--- src/verilog/twi_cfg.svh ---
`ifndef TWI_CFG_SVH
`define TWI_CFG_SVH
`define TWI_DIV_W 8
`define TWI_PRE_W 9
`define TWI_UNIT_ONE 4'h1
`define TWI_LOW_UNITS 4'h6
`define TWI_HIGH_END 4'hA
`define TWI_SEQ_END 4'hE
`define TWI_ACK_BIT 4'h8
`define TWI_FIFO_DEPTH 8
`endif

--- src/verilog/dummy_removed.sv ---
`timescale 1ns/1ps

--- src/verilog/twi_pkg.sv ---
`include "twi_cfg.svh"
package twi_pkg;
  typedef enum logic [1:0] {OP_START = 2'h0, OP_WRITE = 2'h1, OP_READ = 2'h2, OP_STOP = 2'h3} op_t;
  typedef struct packed {
    op_t op;
    logic last;
    logic [6:0] addr;
    logic dir;
    logic [7:0] data;
  } cmd_t;
  typedef struct packed {
    logic [7:0] data;
    logic nack;
    logic lost;
  } rsp_t;
  typedef enum logic [4:0] {
    S_IDLE = 5'h01, S_HOLD = 5'h02, S_START = 5'h04, S_BIT = 5'h08, S_STOP = 5'h10
  } st_t;
  typedef struct packed {
    st_t st;
    logic [3:0] unit;
    logic [3:0] bitn;
    logic [`TWI_PRE_W-1:0] pre;
    logic [7:0] sh;
    cmd_t cmd;
    logic sda_oe;
    logic scl_oe;
    logic busy;
    logic [1:0] sda_sy;
    logic [1:0] scl_sy;
    logic sda_prev;
    logic scl_prev;
    rsp_t rsp;
    logic rsp_valid;
  } eng_t;
endpackage : twi_pkg

--- src/verilog/twi_master_engine.sv ---
// Functional notes
// Bus idle when both lines sampled high.
// Byte slot is eight data plus ack.
// Bytes shift MSB first, each acknowledged.
// Wait while receiver holds clock low.
// START/STOP are data edges, clock high.
// Busy set on START, cleared on STOP.
// Address byte is seven bits plus direction.
// End with STOP or repeated START.
// Data changes only while clock low.
// Master clocks ack; transmitter releases data.
// Receiver pulls data low to acknowledge.
// Address not acknowledged leads to STOP.
// Master receiver leaves last byte unacknowledged.
// New transfer starts only on idle bus.
// Losing master releases lines, waits idle.
// Arbitration continues through address and data.
// Clock low six units, high four.
// Period is 2*(1+div)*10 system clocks.
// Divider value comes from programmed input.
// Divider selects standard or fast rate.
// Prescaler advances unit every 2*(div+1).
`timescale 1ns/1ps
`include "twi_cfg.svh"

module twi_fifo #(
  parameter int WIDTH = 8,
  parameter int DEPTH = `TWI_FIFO_DEPTH
) (
  input wire logic clk,
  input wire logic rst_b,
  input wire logic in_valid,
  output logic in_ready,
  input wire logic [WIDTH-1:0] in_data,
  output logic out_valid,
  input wire logic out_ready,
  output logic [WIDTH-1:0] out_data
);
  localparam int AW = $clog2(DEPTH);
  logic [WIDTH-1:0] mem [DEPTH];
  logic [AW-1:0] wr_q;
  logic [AW-1:0] rd_q;
  logic [AW:0] cnt_q;
  logic push;
  logic pop;
  assign in_ready = cnt_q != (AW+1)'(DEPTH);
  assign out_valid = cnt_q != '0;
  assign out_data = mem[rd_q];
  assign push = in_valid && in_ready;
  assign pop = out_valid && out_ready;
  always_ff @(posedge clk) begin
    if (!rst_b) begin
      wr_q <= '0;
      rd_q <= '0;
      cnt_q <= '0;
    end else begin
      if (push) begin
        mem[wr_q] <= in_data;
        wr_q <= (wr_q == AW'(DEPTH - 1)) ? '0 : wr_q + 1'b1;
      end
      if (pop) begin
        rd_q <= (rd_q == AW'(DEPTH - 1)) ? '0 : rd_q + 1'b1;
      end
      cnt_q <= cnt_q + (AW+1)'(push) - (AW+1)'(pop);
    end
  end
endmodule : twi_fifo

module twi_master_engine #(
  parameter int DEPTH = `TWI_FIFO_DEPTH
) (
  input wire logic clk,
  input wire logic rst_b,
  input wire logic [`TWI_DIV_W-1:0] clock_divider_value,
  input wire logic cmd_valid,
  output logic cmd_ready,
  input wire twi_pkg::cmd_t cmd,
  output logic rsp_valid,
  output twi_pkg::rsp_t rsp,
  output logic bus_busy,
  input wire logic serial_data_pin_in,
  output logic serial_data_pin_out,
  output logic serial_data_pin_oe,
  input wire logic serial_clock_pin_in,
  output logic serial_clock_pin_out,
  output logic serial_clock_pin_oe
);
  import twi_pkg::*;

  eng_t q;
  eng_t d;
  cmd_t c;
  logic c_valid;
  logic c_ready;
  logic sda_s;
  logic scl_s;
  logic start_det;
  logic stop_det;
  logic bus_idle;
  logic tick;
  logic adv;
  logic [3:0] un;

  // Commands queue up so software can stage a whole transfer ahead of the bus
  twi_fifo #(.WIDTH($bits(cmd_t)), .DEPTH(DEPTH)) u_cmd_fifo (
    .clk(clk),
    .rst_b(rst_b),
    .in_valid(cmd_valid),
    .in_ready(cmd_ready),
    .in_data(cmd),
    .out_valid(c_valid),
    .out_ready(c_ready),
    .out_data(c)
  );

  // Whether to pull the data line low for the coming bit
  function automatic logic drive_low(st_t st, cmd_t cm, logic [3:0] bn, logic [7:0] sh);
    logic r;
    r = 1'b0;
    if (st == S_STOP) begin
      r = 1'b1;
    end else if (st == S_BIT) begin
      if (bn == `TWI_ACK_BIT) begin
        r = (cm.op == OP_READ) && !cm.last;
      end else begin
        r = (cm.op != OP_READ) && !sh[7];
      end
    end
    return r;
  endfunction : drive_low

  assign sda_s = q.sda_sy[1];
  assign scl_s = q.scl_sy[1];
  assign start_det = scl_s && q.scl_prev && q.sda_prev && !sda_s;
  assign stop_det = scl_s && q.scl_prev && !q.sda_prev && sda_s;
  assign bus_idle = sda_s && scl_s && !q.busy;
  assign tick = q.pre == '0;
  // Clock stretch: high phase units only count once the line is seen high
  assign adv = tick && !(q.unit >= `TWI_LOW_UNITS && !scl_s && !q.scl_oe);
  assign un = q.unit + `TWI_UNIT_ONE;
  assign c_ready = (q.st == S_HOLD) || (q.st == S_IDLE && (bus_idle || c.op != OP_START));

  always_comb begin
    d = q;
    d.sda_sy = {q.sda_sy[0], serial_data_pin_in};
    d.scl_sy = {q.scl_sy[0], serial_clock_pin_in};
    d.sda_prev = sda_s;
    d.scl_prev = scl_s;
    d.rsp_valid = 1'b0;
    if (start_det) begin
      d.busy = 1'b1;
    end else if (stop_det) begin
      d.busy = 1'b0;
    end
    d.pre = tick ? {clock_divider_value, 1'b1} : q.pre - `TWI_PRE_W'(1);
    case (q.st)
      S_IDLE: begin
        d.sda_oe = 1'b0;
        d.scl_oe = 1'b0;
        if (c_valid && c_ready && c.op == OP_START) begin
          d.cmd = c;
          d.sh = {c.addr, c.dir};
          d.st = S_START;
          // Bit count may be left mid-byte by a lost arbitration
          d.bitn = '0;
          d.unit = `TWI_LOW_UNITS;
        end
      end
      S_HOLD: begin
        if (c_valid) begin
          d.cmd = c;
          d.unit = '0;
          d.bitn = '0;
          d.sh = (c.op == OP_START) ? {c.addr, c.dir} : c.data;
          case (c.op)
            OP_START: d.st = S_START;
            OP_STOP: d.st = S_STOP;
            default: d.st = S_BIT;
          endcase
        end
      end
      S_START, S_BIT, S_STOP: begin
        if (adv) begin
          d.unit = un;
          if (un == `TWI_UNIT_ONE) begin
            d.sda_oe = drive_low(q.st, q.cmd, q.bitn, q.sh);
          end
          if (un == `TWI_LOW_UNITS) begin
            d.scl_oe = 1'b0;
          end
          if (un == `TWI_HIGH_END) begin
            if (q.st == S_START) begin
              d.sda_oe = 1'b1;
            end else if (q.st == S_STOP) begin
              d.sda_oe = 1'b0;
            end else begin
              d.scl_oe = 1'b1;
              d.unit = '0;
              d.bitn = q.bitn + 4'h1;
              if (q.bitn != `TWI_ACK_BIT) begin
                d.sh = {q.sh[6:0], sda_s};
              end
              if (q.bitn != `TWI_ACK_BIT && q.cmd.op != OP_READ && !q.sda_oe && !sda_s) begin
                d.sda_oe = 1'b0;
                d.scl_oe = 1'b0;
                d.st = S_IDLE;
                d.rsp = '{data: q.sh, nack: 1'b0, lost: 1'b1};
                d.rsp_valid = 1'b1;
              end
              if (q.bitn == `TWI_ACK_BIT) begin
                d.bitn = '0;
                d.rsp = '{data: q.sh, nack: sda_s, lost: 1'b0};
                d.rsp_valid = 1'b1;
                d.st = (q.cmd.op == OP_START && sda_s) ? S_STOP : S_HOLD;
              end
            end
          end
          if (un == `TWI_SEQ_END) begin
            d.unit = '0;
            d.bitn = '0;
            if (q.st == S_START) begin
              d.scl_oe = 1'b1;
              d.st = S_BIT;
            end else begin
              d.st = S_IDLE;
            end
          end
        end
      end
      default: d.st = S_IDLE;
    endcase
  end

  always_ff @(posedge clk) begin
    if (!rst_b) begin
      q <= '{st: S_IDLE, default: '0};
    end else begin
      q <= d;
    end
  end

  assign rsp_valid = q.rsp_valid;
  assign rsp = q.rsp;
  assign bus_busy = q.busy;
  assign serial_data_pin_out = 1'b0;
  assign serial_data_pin_oe = q.sda_oe;
  assign serial_clock_pin_out = 1'b0;
  assign serial_clock_pin_oe = q.scl_oe;

  logic [`TWI_PRE_W-1:0] gap_q;
  logic seen_q;
  logic [`TWI_PRE_W-1:0] span_q;
  // Span is latched at each reload so a divider change mid-unit is not flagged
  always_ff @(posedge clk) begin
    if (!rst_b) begin
      gap_q <= '0;
      seen_q <= 1'b0;
      span_q <= '0;
    end else begin
      gap_q <= tick ? '0 : gap_q + `TWI_PRE_W'(1);
      seen_q <= seen_q || tick;
      span_q <= tick ? {clock_divider_value, 1'b1} : span_q;
    end
  end
endmodule : twi_master_engine

--- config.mk ---
export PLATFORM = sky130hd
export DESIGN_NAME = twi_master_engine
export DESIGN_NICKNAME = d
export VERILOG_FILES = /design/src/verilog/dummy_removed.sv /design/src/verilog/twi_pkg.sv /design/src/verilog/twi_master_engine.sv
export VERILOG_INCLUDE_DIRS = /design/src /design/src/verilog
export SDC_FILE = /design/constraint.sdc
export NUM_CORES = 1
export LEC_CHECK = 0
export BUFFER_PORTS_ARGS = -buffer_cell sky130_fd_sc_hd__buf_2
export CORE_MARGIN = 4
export CORE_UTILIZATION = 66
export DETAILED_ROUTE_END_ITERATION = 8
export PLACE_DENSITY = 0.85
export SYNTH_ARGS = -nofsm -noshare
export SYNTH_HDL_FRONTEND = slang
export SYNTH_SLANG_ARGS = --single-unit
--- constraint.sdc ---
create_clock -name clk -period 5.5 [get_ports clk]
set_input_delay 0.55 -clock clk [delete_from_list [all_inputs] [get_ports clk]]
set_output_delay 0.55 -clock clk [all_outputs]
set_load 0.05 [all_outputs]
---- Word-level counts from Yosys, hierarchy flattened ----
Memories as Yosys holds them, arrays and structs flattened. A register that Yosys moved wholly into a read port is not among the register bits.
Cells that the tools add are included.
word-level totals
  flip-flop bits (word level) ............. 63
  RAM bits ................................ 152
  logic and storage cells ................. 166
  memories kept ........................... 1
memory list
  name            words  bits a word  rd ports  clocked after memory_dff  wr ports  RTL line                 source
  u_cmd_fifo.mem  8      19           1         1                         1         twi_master_engine.sv:40  logic [WIDTH-1:0] mem [DEPTH];
cells by class
  add/subtract/negate cells ............... 7
  magnitude comparators ................... 1
  equality and inequality tests ........... 28
  muxes and demuxes ....................... 52
  bitwise gates (word level) .............. 6
  reductions and logical operators ........ 50
operator list
  operator               number
  $mux W13               7
  $mux W27               2
  $mux W8                6
  $pmux W8 S3            2
  $pmux W19 S2           1
  $mux W11               2
  $logic_and A1 B1 Y1    20
  $mux W1                16
  $mux W5                3
  $pmux W5 S3            1
  $reduce_and A7 Y1      2
  $eq A4 B4 Y1 const B   3
  $mux W3                4
  $ne A2 B2 Y1 const B   6
  $ne A4 B4 Y1 const B   3
  $pmux W5 S2            1
  $reduce_bool A2 Y1     5
  $logic_not A1 Y1       9
  $logic_not A9 Y1       1
  $mux W9                1
  $ne A3 B3 Y1 const B   3
  $sub A9 B1 Y9 const B  1
  $add A4 B1 Y4 const B  2
  $mux W4                2
  other kinds (28)       41

---- Longest topological paths before layout ----
Gate-level depths: netlist (run 1).
  word-level depth ........................ 14
  gate-level depth with buffers ........... 16

---- Hierarchy ----
From an unflattened synthesis (run 1), not the netlist that was laid out.
unflattened totals
  cells, all modules ...................... 690
  area, all modules ....................... 9764.4 µm²
modules (own cells, without submodules)
  module             instances  cells an instance  area each (µm²)  sequential area each (µm²)
  twi_fifo           1          299                6526.3           4824.6
  twi_master_engine  1          391                3238.1           1061.0

---- Least setup slack after synthesis (run 1) ----
OpenSTA, ideal clock, no wires.
  path kind ............................... register -> register
  start point ............................. register with a tool-made name
  end point ............................... register u_cmd_fifo.cnt_q[2]
  setup time .............................. 0.128 ns
  arrival time ............................ 3.388 ns
  slack ................................... 1.984 ns
  cell stages (with the launch flop) ...... 16
  buffers on the path ..................... 2
  clock period less this slack ............ 3.516 ns
  cell sequence ........................... dfxtp_1 buf_2 buf_2 mux4_2 mux2_2 inv_1 ha_1 o21ai_0 nand2b_1 a21oi_1 ha_1 inv_1 ha_1 fa_1 xnor2_1 nor2_1
RTL lines
  item                  RTL line                 source
  to (signal assigned)  twi_master_engine.sv:64  cnt_q <= cnt_q + (AW+1)'(push) - (AW+1)'(pop);
  to (decl)             twi_master_engine.sv:43  logic [AW:0] cnt_q;

==> flow_metrics.tcl, run 1 <==
set metrics [dict create \
    synth_top_family_by_area "multiplexers" \
    clk_path_buf_depth 3 \
    drt_wl_total_mm 18.8 \
    required_ps 5880 \
    p_seq_frac 0.442 \
    p_comb_frac 0.248 \
    syn_area_mm2 0.00934 \
    vdd_drop_max_mv 0.308 \
    synth-xor-area-share 0.00938 \
    worstPathArrival_ps 4180 \
    grt_usage 0.240 \
    finalHoldViolCount 0 \
    ctsHoldBuffers 0 \
    hpwlAfterDp_mm 11.8 \
    p_per_area_mw_per_mm2 442 \
    yosysUniqueCellTypes 63 \
    cts_tree "done" \
    min_period_over_period 0.691 \
    dominantRegCellSynth "edfxtp_1" \
    crit_type "flop to flop" \
    startpoint_type "flop" \
    synth-adder-area-share 0.0276 \
    cp-end-kind "flop" \
    finalSetupViolCount 0 \
    antenna_left 0 \
    rr_worst_depth 13 \
    p_int_uw 3210 \
    grt_pass1_vias 5699 \
    pin_count 49 \
    overflow 0 \
    drv_cap 0 \
    drc 0 \
    finalSetupTns_ps 0 \
    syn_avg_cell_area_um2 14.1 \
    layout_commonest_cell "edfxtp_1" \
    ys_seq_area_frac 0.630 \
    regToRegSetupSlack_ps 1700 \
    min_path_type "input pin to flop" \
    diodes 0 \
    holdWs_ps 241 \
    synth_edf_count 152 \
    p_sw_frac 0.299 \
    viasPerCell 6.34 \
    slowest_delay_ps 860 \
    post_cts_buffers 0 \
    critPathMaxFanout 23 \
    tightest_slew_ps 1130 \
    die-area_mm2 0.0161 \
    synth-compound-area-share 0.0821 \
    grt_pass1_wl_mm 30.5 \
    maxSlewViolCount 0 \
    nNetsFinal 753 \
    clock_latency_ps 510 \
    synth-simple-area-share 0.0988 \
    holdCritStartpoint "serial_clock_pin_in" \
    route.vias.total 5684 \
    drt_iter0_drc 528 \
    die_y_um 127 \
    die_w_um 127 \
    status "finished, final reports clean" \
    antenna_found_initial 0 \
    rsz0062_at_grt "false" \
    initial_core_util 0.673 \
    clock_skew_ps 12.3 \
    min_delay_path_depth 2 \
    clkPwrFrac 0.310 \
    synthMuxAreaShare 0.119 \
    grt_max_degree 53 \
    row_count 43 \
    synthArstFlopShare 0 \
    path_cells "mux4_2, mux2_2, inv_1, ha_1, o21ai_0, nand2b_1, a21oi_1, ha_1, inv_1, ha_1, fa_1, xnor2_1, nor2_1" \
    fmax_mhz 263 \
    final_cell_mix "152 x edfxtp_1, 65 x dfxtp_1, 46 x buf_2" \
    p_sw_uw 1370 \
    slew_headroom 0.242 \
    whs_endpoint "d[14]" \
    r2r-end "u_cmd_fifo.cnt_q[2]" \
    clk_pin_slew_ps 60 \
    slowest_stage "dfxtp_2" \
    core_mm2 0.0139 \
    cts_buffers 23 \
    cts.sinks 218 \
    fillers 815 \
    yosysWarnings 0 \
    synth_seq_cells 218 \
    portBuffers 46 \
    place.gp.congestion 0.891 \
    cp_common_cell "ha_1" \
    period_minus_slack_ps 3800 \
    power_leakage_uw 0.00352 \
    firstDrtPassIters 5 \
    drive_gt1_frac 0.212 \
    cts-root-buf "clkbuf_16" \
    area_delta_synth_final_pct 11.0 \
    postPlaceCellArea_mm2 0.00966 \
    cts_resized 0 \
    htree_levels 1 \
    fin_area_mm2 0.0104 \
    syn_inst 661 \
    wl_per_cell_um 20.9 \
]
synthesized netlist by cell type, drive strengths merged (2+ instances only):
cell | n | share of area
buf | 24 | 0.017
a31o | 2 | 0.0019
or4 | 3 | 0.0024
a21oi | 45 | 0.024
clkbuf | 20 | 0.0082
xor2 | 4 | 0.0038
a31oi | 2 | 0.0013
a221oi | 7 | 0.0066
xnor2 | 6 | 0.0056
nand2b | 6 | 0.0040
mux2 | 10 | 0.012
nor4 | 4 | 0.0043
o211a | 3 | 0.0032
a21o | 3 | 0.0024
and3 | 2 | 0.0013
inv | 17 | 0.0068
nand3b | 4 | 0.0032
nand4 | 4 | 0.0027
nand2 | 42 | 0.017
nor4b | 2 | 0.0019
a311oi | 5 | 0.0054
mux2i | 14 | 0.015
mux4 | 38 | 0.092
and3b | 2 | 0.0019
nor3b | 4 | 0.0044
nand4b | 4 | 0.0054
nor3 | 20 | 0.011
ha | 19 | 0.025
dfxtp | 66 | 0.14
nor2b | 5 | 0.0034
or2 | 3 | 0.0023
a21boi | 2 | 0.0016
and2 | 15 | 0.010
o21a | 4 | 0.0032
edfxtp | 152 | 0.49
a211oi | 18 | 0.014
nand3 | 13 | 0.0070
nor2 | 38 | 0.015
o21ai | 16 | 0.0086
cell families after synthesis:
family / after synthesis
muxes: 62
xor gates and xnor gates: 10
AOI/OAI and AO/OA: 115
buffers and inverters: 62
DFF: 218
adders and majority gates: 20
and+or+nand+nor: 173
other: 1
stage by stage:
step                      total power [uW]  instances  worst slack (ps)  utilization
after global routing                  4830        897              1390        0.747
after detailed placement              3170        856              1700        0.696
final                                 4580        897              1700        0.747
after CTS                             4610        897              1650        0.747
after floorplan                       2930        662              1980            -
after global placement                3100        856              1860        0.696
power by group through the flow:
| stage | Combinational [uW] | Sequential, uW | Clock (uW) |
|---|---|---|---|
| 6_report | 1140 | 2030 | 1420 |
| 5_1_grt | 1260 | 2050 | 1520 |
| 3_5_place_dp | 1110 | 2060 | 0 |
| 3_3_place_gp | 1050 | 2040 | 0 |
| 4_1_cts | 1130 | 2020 | 1450 |
| 2_1_floorplan | 966 | 1970 | 0 |
cell type report:
type	instances	area, um2	share of cell area
Tap cell	180	225	0.0217
Multi-Input combinational cell	382	3160	0.305
Clock inverter	17	125	0.0121
Timing Repair Buffer	58	320	0.0309
Clock buffer	24	579	0.0559
Sequential cell	218	5890	0.568
Inverter	18	67.6	0.00652
critical path, delay by kind of cell, from the launching register on:
kind	cells	cell delay, ps
XOR/XNOR	1	160
adder cells (fa/ha/maj)	4	1190
AND/OR/NAND/NOR	2	140
multiplexers	2	890
AO/OA/AOI/OAI	2	270
flip-flops	1	860
buffers and inverters	2	140
metal layers:
metal  up-vias  wire (um)  part of all wire  GRT usage
met3        51       1280             0.068     0.0413
met1      2777       7600              0.40      0.330
met2       253       9440              0.50      0.404
met4         0        473             0.025     0.0606
li1       2603          -                 -          -
met5         -          0                 0          0
how the worst max path moves through the flow:
stage,depth (start not counted),start,slack [ps],end
after floorplan,15,flop,1980,u_cmd_fifo.cnt_q[2]
after global placement,13,flop,1860,u_cmd_fifo.cnt_q[2]
after detailed placement,13,flop,1700,u_cmd_fifo.cnt_q[2]
after CTS,13,flop,1650,u_cmd_fifo.cnt_q[2]
after global routing,13,flop,1390,u_cmd_fifo.cnt_q[2]
final,13,flop,1700,u_cmd_fifo.cnt_q[2]
flip-flops by register name, indices dropped and copies added, names as in the netlist, named ones only:
register and count:
serial_clock_pin_oe 1, u_cmd_fifo.mem 152, u_cmd_fifo.wr_q 3, d 4, q 35, u_cmd_fifo.cnt_q 4, bus_busy 1, rsp_valid 1
serial_data_pin_oe 1, u_cmd_fifo.rd_q 3, rsp 10
Power figures use the tool's default switching activity.
==> run 2, diff against run 1 <==
--- a/config.mk
+++ b/config.mk
@@ -8,9 +8,9 @@
 export LEC_CHECK = 0
 export BUFFER_PORTS_ARGS = -buffer_cell sky130_fd_sc_hd__buf_2
 export CORE_MARGIN = 4
-export CORE_UTILIZATION = 66
+export CORE_UTILIZATION = 61
 export DETAILED_ROUTE_END_ITERATION = 8
-export PLACE_DENSITY = 0.85
+export PLACE_DENSITY = 0.8
 export SYNTH_ARGS = -nofsm -noshare
 export SYNTH_HDL_FRONTEND = slang
 export SYNTH_SLANG_ARGS = --single-unit
==> constraint.sdc (replaced) <==
create_clock -name clk -period 3.5 [get_ports clk]
set_input_delay 0.35 -clock clk [delete_from_list [all_inputs] [get_ports clk]]
set_output_delay 0.35 -clock clk [all_outputs]
set_load 0.05 [all_outputs]
==> run 2 against run 1 <==
Net effect: clock skew down 0.89 ps; count of clock-buffer cells in the layout increased by 11; global-route usage fell by 2.1 points; critical endpoint unchanged; non-clock buffer count increased by 5; via count fell by 1.6%.
==> flow_metrics.tcl, run 2 (synthesis results as in run 1) <==
set metrics [dict create \
    row_count 44 \
    drv_cap 0 \
    path_cells "mux4_2, mux2_2, inv_1, ha_1, o21ai_0, nand2b_1, a21oi_1, ha_1, inv_1, ha_1, fa_1, xnor2_1, nor2_1" \
    slew_headroom 0.274 \
    viasPerCell 6.18 \
    fillers 960 \
    clock_latency_ps 510 \
    power_uw 7320 \
    min_period_over_period 0.932 \
    hpwlAfterDp_mm 12.1 \
    die-area_mm2 0.0173 \
    p_per_area_mw_per_mm2 698 \
    critPathMaxFanout 6 \
    top_register "u_cmd_fifo.mem" \
    diodes 0 \
    htree_levels 1 \
    clk_pin_slew_ps 60 \
    final_util 0.711 \
    finalSetupTns_ps 0 \
    maxSlewViolCount 0 \
    cp_top_family "adder cells" \
    min_path_type "input pin to flop" \
    wl_per_cell_um 20.7 \
    fmax_mhz 307 \
    drt_iter0_drc 589 \
    grt_pass1_wl_mm 30.4 \
    initial_core_util 0.633 \
    drc 0 \
    startpoint_type "flop" \
    period_minus_slack_ps 3260 \
    final_cell_mix "152 x edfxtp_1, 65 x dfxtp_1, 46 x buf_2" \
    die_y_um 132 \
    grt_usage 0.219 \
    slowest_stage "mux4_2" \
    worstPathArrival_ps 3640 \
    clk_path_buf_depth 3 \
    area_delta_synth_final_pct 12.3 \
    place.gp.congestion 0.887 \
    drive_gt1_frac 0.221 \
    post_cts_buffers 0 \
    antenna_found_initial 0 \
    nNetsFinal 757 \
    status "finished, final reports clean" \
    grt_max_degree 53 \
    slowest_delay_ps 540 \
    firstDrtPassIters 5 \
    crit_type "flop to flop" \
    largest_reg_flops 152 \
    layout_commonest_cell "edfxtp_1" \
    cp_common_cell "ha_1" \
    cts_buffers 22 \
    cts-root-buf "clkbuf_16" \
    cts_resized 0 \
    finalHoldViolCount 0 \
    overflow 0 \
    vdd_drop_max_mv 0.414 \
    route.vias.total 5591 \
    cts_tree "done" \
    antenna_left 0 \
    required_ps 3880 \
    die_w_um 132 \
    drt_wl_total_mm 18.7 \
    power_leakage_uw 0.00358 \
    finalSetupViolCount 0 \
    grt_pass1_vias 5652 \
    tightest_slew_ps 1080 \
    critPathBufInv 2 \
    pin_count 49 \
    rsz0062_at_grt "false" \
    cts.sinks 218 \
    clock_skew_ps 11.4 \
    portBuffers 46 \
    ctsHoldBuffers 0 \
    cp-end-kind "flop" \
    core_mm2 0.0148 \
]
-- run 2: power by group --
part / internal, uW / switching (uW)
clock: 1420 / 929
combinational: 829 / 1020
sequential: 2950 / 177
-- run 2: worst reg2reg max path: stages, from the launching register on --
cell      delay (ps)
dfxtp_2          430
mux4_2           540
mux2_2           290
inv_1             80
ha_1             210
o21ai_0          110
nand2b_1          80
a21oi_1          150
ha_1             350
inv_1             50
ha_1             220
fa_1             420
xnor2_1          170
nor2_1            50
-- run 2: through the flow --
step                hold slack, ps  std cells  setup slack, ps  instance area (um2)
floorplan                      412        662             80.7                 9340
global placement               414        865              365                 9730
detailed placement             420        865              207                 9730
CTS                           35.8        905              194                10500
global route                  40.2        905             26.8                10500
finish                        44.3        905              239                10500
-- run 2: layout make-up --
class,count,area (um2),area share
Sequential cell,218,5890,0.561
Timing Repair Buffer,63,383,0.0365
Tap cell,184,230,0.0219
Clock inverter,5,81.3,0.00775
Clock buffer,35,679,0.0648
Inverter,18,67.6,0.00644
Multi-Input combinational cell,382,3160,0.301
-- run 2: metal layers --
metal	wire [um]	global-route usage
met1	7890	0.294
met2	9590	0.375
met3	857	0.0333
met4	362	0.0630
met5	0	0
-- run 2: final timing paths --
kind                            cells past startpoint                 from  slack [ps]                  end
worst min-delay path                                2  serial_clock_pin_in          40                d[14]
worst max-delay path                               13                 flop         240  u_cmd_fifo.cnt_q[2]
worst max register to register                     13                 flop         240  u_cmd_fifo.cnt_q[2]
worst min register to register                      1                d[14]         430                d[11]
